==> src/hw/afd_regs.svh <==
// constants for the arithmetic fault detection block
`ifndef AFD_REGS_SVH
`define AFD_REGS_SVH
`define AFD_FAULT_TYPE_NONE 4'h0
`define AFD_FAULT_TYPE_ARITH 4'h3
`define AFD_SUBTYPE_NONE 4'h0
`define AFD_SUBTYPE_OVERFLOW 4'h1
`define AFD_SUBTYPE_ZERO_DIVIDE 4'h2
`define AFD_RET_REG_INDEX 5'h02
`endif

==> src/hw/afd_pkg.sv <==
// types for the arithmetic fault detection block
package afd_pkg;
  typedef enum logic [2:0]
  {
    AFD_OP_OTHER = 3'h0,
    AFD_OP_INT_ARITH = 3'h1,
    AFD_OP_ORD_ARITH = 3'h2,
    AFD_OP_INT_DIV = 3'h3,
    AFD_OP_ORD_DIV = 3'h4,
    AFD_OP_FLOAT = 3'h5
  } afd_op_t;
endpackage

==> src/hw/afd_cause_if.sv <==
// interface carrying the detected fault cause between the modules
`timescale 1ns/1ps
interface afd_cause_if;
  logic overflow;
  logic zero_divide;
  modport src (output overflow, output zero_divide);
  modport dst (input overflow, input zero_divide);
endinterface

==> src/hw/afd_classify.sv <==
// combinational fault cause classifier
`timescale 1ns/1ps
`include "afd_regs.svh"
module afd_classify #(
  parameter int WIDTH = 32
) (
  input wire logic valid, // instruction issued
  input wire afd_pkg::afd_op_t op, // instruction class
  input wire logic [WIDTH-1:0] divisor, // divisor operand
  input wire logic range_exceeded, // result does not fit destination
  input wire logic overflow_mask, // overflow mask bit
  afd_cause_if.src cause // detected causes
);
  // only integer classes and the ordinal divide count; float reaches here but decodes as neither
  wire logic is_int = (op == afd_pkg::AFD_OP_INT_ARITH) || (op == afd_pkg::AFD_OP_INT_DIV);
  wire logic is_div = (op == afd_pkg::AFD_OP_INT_DIV) || (op == afd_pkg::AFD_OP_ORD_DIV);
  wire logic div_zero = valid && is_div && (divisor == '0);
  // zero divide wins: the divide never produces a result to overflow
  assign cause.zero_divide = div_zero;
  assign cause.overflow = valid && is_int && range_exceeded && !overflow_mask && !div_zero;
endmodule

==> src/hw/afd_top.sv <==
// arithmetic fault detection and fault record generation
`timescale 1ns/1ps
`include "afd_regs.svh"
module afd_top #(
  parameter int WIDTH = 32, // destination width
  parameter int FULL_WIDTH = 64, // full result width
  parameter int AW = 32 // instruction address width
) (
  input wire logic clk, // 125 MHz clock
  input wire logic rst, // async reset, high
  input wire logic ce, // clock enable
  input wire logic valid, // instruction issued this cycle
  input wire afd_pkg::afd_op_t op, // instruction class
  input wire logic [WIDTH-1:0] divisor, // divisor operand
  input wire logic [FULL_WIDTH-1:0] full_result, // infinitely wide result
  input wire logic range_exceeded, // result overflows destination
  input wire logic [4:0] dest_reg, // destination register index
  input wire logic [AW-1:0] inst_addr, // faulting instruction address
  input wire logic [AW-1:0] next_addr, // following instruction address
  input wire logic overflow_mask, // arithmetic control overflow mask
  output logic wr_en, // destination write strobe
  output logic [4:0] wr_reg, // destination register
  output logic [WIDTH-1:0] wr_data, // destination data
  output logic fault, // fault signal pulse
  output logic [3:0] fault_type, // record type field
  output logic [3:0] fault_subtype, // record subtype field
  output logic [AW-1:0] fault_addr, // record address field
  output logic [7:0] fault_flags, // record flags, unused
  output logic [31:0] fault_data, // record data, unused
  output logic saved_wr_en, // save strobe into frame r2
  output logic [4:0] saved_reg, // frame register index
  output logic [AW-1:0] saved_return_pointer, // saved return address
  output logic restartable // fault leaves state untouched
);
  afd_cause_if cause_bus ();

  afd_classify #(.WIDTH(WIDTH)) u_classify (
    .valid(valid),
    .op(op),
    .divisor(divisor),
    .range_exceeded(range_exceeded),
    .overflow_mask(overflow_mask),
    .cause(cause_bus.src)
  );

  // a result write happens for any class except other and float unless the divide faulted
  wire logic is_alu = (op != afd_pkg::AFD_OP_OTHER) && (op != afd_pkg::AFD_OP_FLOAT);
  wire logic do_write = valid && is_alu && !cause_bus.zero_divide;
  wire logic [WIDTH-1:0] trunc = full_result[WIDTH-1:0];
  // overflow fault is held one cycle so the write lands first
  logic ovf_pend;
  logic [AW-1:0] ovf_addr;
  logic [AW-1:0] ovf_next;
  wire logic zd_now = cause_bus.zero_divide;

  // destination write path
  always_ff @(posedge clk or posedge rst)
  begin
    if (rst)
    begin
      wr_en <= 1'b0;
      wr_reg <= 5'h00;
      wr_data <= '0;
    end
    else if (ce)
    begin
      wr_en <= do_write;
      wr_reg <= dest_reg;
      wr_data <= trunc;
    end
  end

  // capture overflow for signalling after the write
  always_ff @(posedge clk or posedge rst)
  begin
    if (rst)
    begin
      ovf_pend <= 1'b0;
      ovf_addr <= '0;
      ovf_next <= '0;
    end
    else if (ce)
    begin
      ovf_pend <= cause_bus.overflow;
      ovf_addr <= inst_addr;
      ovf_next <= next_addr;
    end
  end

  // fault record; zero divide fires at once, overflow a cycle after its write
  wire logic fire = zd_now || ovf_pend;
  // a pending overflow takes precedence over a new zero divide the same cycle;
  // that zero divide is dropped, a limit of keeping a single record
  wire logic sel_ovf = ovf_pend;
  wire logic load_record = ce && fire;
  wire logic [3:0] next_sub = sel_ovf ? `AFD_SUBTYPE_OVERFLOW : `AFD_SUBTYPE_ZERO_DIVIDE;
  wire logic [AW-1:0] next_fault_addr = sel_ovf ? ovf_addr : inst_addr;
  wire logic [AW-1:0] next_return = sel_ovf ? ovf_next : next_addr;
  wire logic next_restartable = !sel_ovf;

  // fault strobe, one enabled cycle per reported fault; held while ce is low
  always_ff @(posedge clk or posedge rst)
  begin
    if (rst)
    begin
      fault <= 1'b0;
    end
    else if (ce)
    begin
      fault <= fire;
    end
  end

  // frame save strobe travels with the fault strobe
  always_ff @(posedge clk or posedge rst)
  begin
    if (rst)
    begin
      saved_wr_en <= 1'b0;
    end
    else if (ce)
    begin
      saved_wr_en <= fire;
    end
  end

  // type field; only the arithmetic type is ever produced here
  always_ff @(posedge clk or posedge rst)
  begin
    if (rst)
    begin
      fault_type <= `AFD_FAULT_TYPE_NONE;
    end
    else if (load_record)
    begin
      fault_type <= `AFD_FAULT_TYPE_ARITH;
    end
  end

  // subtype field; reserved codes cannot come out of the select
  always_ff @(posedge clk or posedge rst)
  begin
    if (rst)
    begin
      fault_subtype <= `AFD_SUBTYPE_NONE;
    end
    else if (load_record)
    begin
      fault_subtype <= next_sub;
    end
  end

  // address of the faulting instruction
  always_ff @(posedge clk or posedge rst)
  begin
    if (rst)
    begin
      fault_addr <= '0;
    end
    else if (load_record)
    begin
      fault_addr <= next_fault_addr;
    end
  end

  // flags and data carry no meaning; kept at zero so handlers see a clean record
  always_ff @(posedge clk or posedge rst)
  begin
    if (rst)
    begin
      fault_flags <= 8'h00;
      fault_data <= 32'h0000_0000;
    end
    else if (load_record)
    begin
      fault_flags <= 8'h00;
      fault_data <= 32'h0000_0000;
    end
  end

  // the return pointer always goes to frame register r2
  always_ff @(posedge clk or posedge rst)
  begin
    if (rst)
    begin
      saved_reg <= `AFD_RET_REG_INDEX;
    end
    else if (ce)
    begin
      saved_reg <= `AFD_RET_REG_INDEX;
    end
  end

  // address of the instruction that would have run next
  always_ff @(posedge clk or posedge rst)
  begin
    if (rst)
    begin
      saved_return_pointer <= '0;
    end
    else if (load_record)
    begin
      saved_return_pointer <= next_return;
    end
  end

  // overflow already wrote its destination, so only zero divide can be rerun
  always_ff @(posedge clk or posedge rst)
  begin
    if (rst)
    begin
      restartable <= 1'b0;
    end
    else if (load_record)
    begin
      restartable <= next_restartable;
    end
  end
endmodule

==> config.mk <==
export PLATFORM = sky130hd
export DESIGN_NAME = afd_top
export DESIGN_NICKNAME = d
export VERILOG_FILES = /design/src/hw/afd_pkg.sv /design/src/hw/afd_cause_if.sv /design/src/hw/afd_classify.sv /design/src/hw/afd_top.sv
export VERILOG_INCLUDE_DIRS = /design/src /design/src/hw
export SDC_FILE = /design/constraint.sdc
export NUM_CORES = 1
export LEC_CHECK = 0
export BUFFER_PORTS_ARGS = -buffer_cell sky130_fd_sc_hd__buf_2
export CELL_PAD_IN_SITES_DETAIL_PLACEMENT = 2
export CELL_PAD_IN_SITES_GLOBAL_PLACEMENT = 2
export CORE_ASPECT_RATIO = 1.2
export CORE_MARGIN = 2
export CORE_UTILIZATION = 30
export CTS_CLUSTER_SIZE = 10
export DETAILED_ROUTE_END_ITERATION = 7
export GPL_ROUTABILITY_DRIVEN = 0
export PLACE_DENSITY = 0.85
export SLEW_MARGIN = 20
export SYNTH_ARGS = -nofsm -noshare
export SYNTH_HDL_FRONTEND = slang
export SYNTH_SLANG_ARGS = --single-unit
export TNS_END_PERCENT = 20
==> constraint.sdc <==
create_clock -name clk -period 9.01 [get_ports clk]
set_clock_uncertainty 0.15 [all_clocks]
set_input_delay 2.2525 -clock clk [delete_from_list [all_inputs] [get_ports clk]]
set_output_delay 2.2525 -clock clk [all_outputs]
set_load 0.02 [all_outputs]
==> impl_metrics.json <==
{
  "cp-end-kind": "flop",
  "num_io_pins": 332,
  "root_buffer": "clkbuf_16",
  "synth_edf_count": 0,
  "cts.sinks": 171,
  "drive_gt1_frac": 0.412,
  "placementRows": 66,
  "worstMarginPinSlew_ps": 998,
  "required_ps": 9210,
  "cts_inserted_buffers": 17,
  "cts_resized": 0,
  "h-tree-depth": 4,
  "dr.pass1.iters": 5,
  "power_frac_seq": 0.455,
  "grt_pass1_vias": 7730,
  "grt_pass1_wl_mm": 43.4,
  "cts_hold_buf": 0,
  "p_per_area_mw_per_mm2": 184,
  "combPwrFrac": 0.136,
  "crit_chain": "buf_2, nor4b_1, and4_2, and3_2, buf_4, a311o_1",
  "met1_usage": 0.220,
  "grt_max_degree": 103,
  "postSynthCellCount": 751,
  "final_hold_viol_count": 0,
  "status": "finished clean",
  "switchingPower_mw": 0.501,
  "drc": 0,
  "track_usage": 0.190,
  "clk_pin_slew_worst_paths_ps": 60,
  "fin_crit_ps": 4530,
  "ys_types": 29,
  "use_met3": 0.0386,
  "setup_ws_ps": 4480,
  "slew_headroom": 0.334,
  "drt_iter0_markers": 279,
  "die-area_mm2": 0.0292,
  "holdWs_ps": 336,
  "die_w_um": 156,
  "overflow": 0,
  "hp-class": "reg -> reg",
  "p_int_mw": 1.37,
  "mappedNetlistArea_mm2": 0.00834,
  "cts_tree": "yes",
  "async_flop_share": 1.00,
  "finalWirelength_mm": 27.2,
  "power_mw": 1.87,
  "num_vias": 6871,
  "ys.flop_type": "dfrtp_1",
  "clockPowerShare": 0.408,
  "critPathMaxStageDelay_ps": 770,
  "ys_seq_elements": 171,
  "finalCritPeriodShare": 0.503,
  "worst-path-max-fanout": 64,
  "power_leakage_nw": 4.60,
  "wl_per_cell_um": 20.9,
  "fin_tns_setup_ps": 0,
  "drv_slew": 0,
  "path_class": "in -> reg",
  "rsz0062_at_grt": "no",
  "dp_hpwl_mm": 17.5,
  "viasPerCell": 5.27,
  "setup_violations": 0,
  "crit_slowest_cell": "and4_2",
  "ctsLongestPathBuffers": 2,
  "numPortBuffers": 250,
  "floorplan.die.height_um": 187,
  "worstPathArrival_ps": 4740,
  "final_util": 0.375,
  "syn_avg_cell_area_um2": 11.1,
  "initial_core_util": 0.306,
  "busiest_layer": "met2",
  "max_freq_mhz": 221,
  "antenna_found_initial": 1,
  "yosysSeqAreaShare": 0.513,
  "ys_warn_count": 0,
  "clk-insertion-delay-late_ps": 430,
  "drtAntennaViolNets": 0,
  "cp-start-kind": "input pin",
  "coreArea_mm2": 0.0273,
  "post-cts-setup-buffers": 0,
  "area_delta_synth_final_pct": 22.3,
  "p_sw_frac": 0.267,
  "antenna_cells": 0,
  "cap_violations": 0,
  "fillers": 2969,
  "pre_cts_ws_ps": 4070,
  "met2_usage": 0.354,
  "ir_drop_v": 0.0000949,
  "nNetsFinal": 1128
}
-- metal layers --
layer / wire length [um] / part of all wire
met5: 13 / 0.00048
met3: 1230 / 0.045
met1: 10800 / 0.40
met2: 14900 / 0.55
met4: 275 / 0.010
-- cells in the mapped netlist, types with 2 or more instances --
master | number | share of area
inv_1 | 66 | 0.030
mux2_2 | 101 | 0.14
and3_1 | 3 | 0.0022
buf_4 | 56 | 0.050
o2bb2ai_1 | 2 | 0.0021
nand3_1 | 2 | 0.0012
a311o_1 | 64 | 0.077
o21ai_0 | 64 | 0.038
nor4_1 | 5 | 0.0037
nand2_1 | 64 | 0.029
nor2_1 | 6 | 0.0027
dfrtp_1 | 171 | 0.51
clkbuf_1 | 56 | 0.025
buf_2 | 10 | 0.0060
a21oi_1 | 3 | 0.0018
conb_1 | 2 | 0.00090
a311oi_1 | 64 | 0.067
-- stage by stage --
step	instance area (um^2)	cells
5_1_grt	10200	1305
2_1_floorplan	8520	798
3_5_place_dp	9610	1275
4_1_cts	10200	1305
6_report	10200	1305
3_3_place_gp	9610	1275
-- final cells by class --
type	count	area [um^2]	share of cell area
clock buffers	19	453	0.0444
clock inverters	11	145	0.0142
inverters	66	253	0.0248
multi-input cells	439	3330	0.326
flip-flops and latches	171	4280	0.419
well taps	340	425	0.0417
repair buffers	259	1330	0.130
-- path summary, 6_finish.rpt --
| check | start | endpoint | slack [ps] | depth (start not counted) |
|---|---|---|---|---|
| min in group asynchronous | rst | wr_data[22] | 1860 | 2 |
| hold / removal | wr_en | wr_en | 340 | 1 |
| setup / recovery | divisor[1] | saved_return_pointer[31] | 4480 | 6 |
| hold reg to reg | wr_en | wr_en | 340 | 1 |
| max in group asynchronous | rst | wr_data[25] | 5220 | 3 |
| setup reg to reg | ovf_pend | fault_addr[8] | 6160 | 4 |
-- worst max-delay path, delay by kind of cell --
kind	cells	cell delay, ps
AOI/OAI and AO/OA	1	320
buffers and inverters	2	770
and+or+nand+nor	3	1370
-- power groups by stage --
| stage | combinational [mW] | sequential [mW] | clock (mW) |
|---|---|---|---|
| 3_3_place_gp | 0.248 | 0.863 | 0 |
| 4_1_cts | 0.260 | 0.854 | 0.792 |
| 6_report | 0.256 | 0.854 | 0.765 |
| 5_1_grt | 0.280 | 0.860 | 0.819 |
| 2_1_floorplan | 0.144 | 0.895 | 0 |
| 3_5_place_dp | 0.259 | 0.869 | 0 |
-- cells by family (layout without fill, tap and decap cells) --
logic type | after synthesis | after routing | share of synthesized area
compound gates | 200 | 200 | 0.191
buf+inv | 188 | 355 | 0.111
flops | 171 | 171 | 0.513
mux | 101 | 101 | 0.136
simple gates | 88 | 88 | 0.0462
other cells | 2 | 49 | 0.000900
xor+xnor | 1 | 1 | 0.00105
-- layout by cell type (no fill, tap or decap), types with 2 or more instances in the layout --
cell	instances
buf_2	249
dfrtp_1	170
mux2_2	101
inv_1	65
a311oi_1	64
nand2_1	64
o21ai_0	64
a311o_1	64
conb_1	49
clkbuf_16	17
buf_4	9
nor4_1	5
nor2_1	5
a21oi_1	3
clkinv_2	3
bufinv_16	3
clkinvlp_4	3
and3_2	2
inv_6	2
nand3_1	2
o2bb2ai_1	2
clkbuf_8	2
No activity file was read; power rests on OpenSTA's default activity.
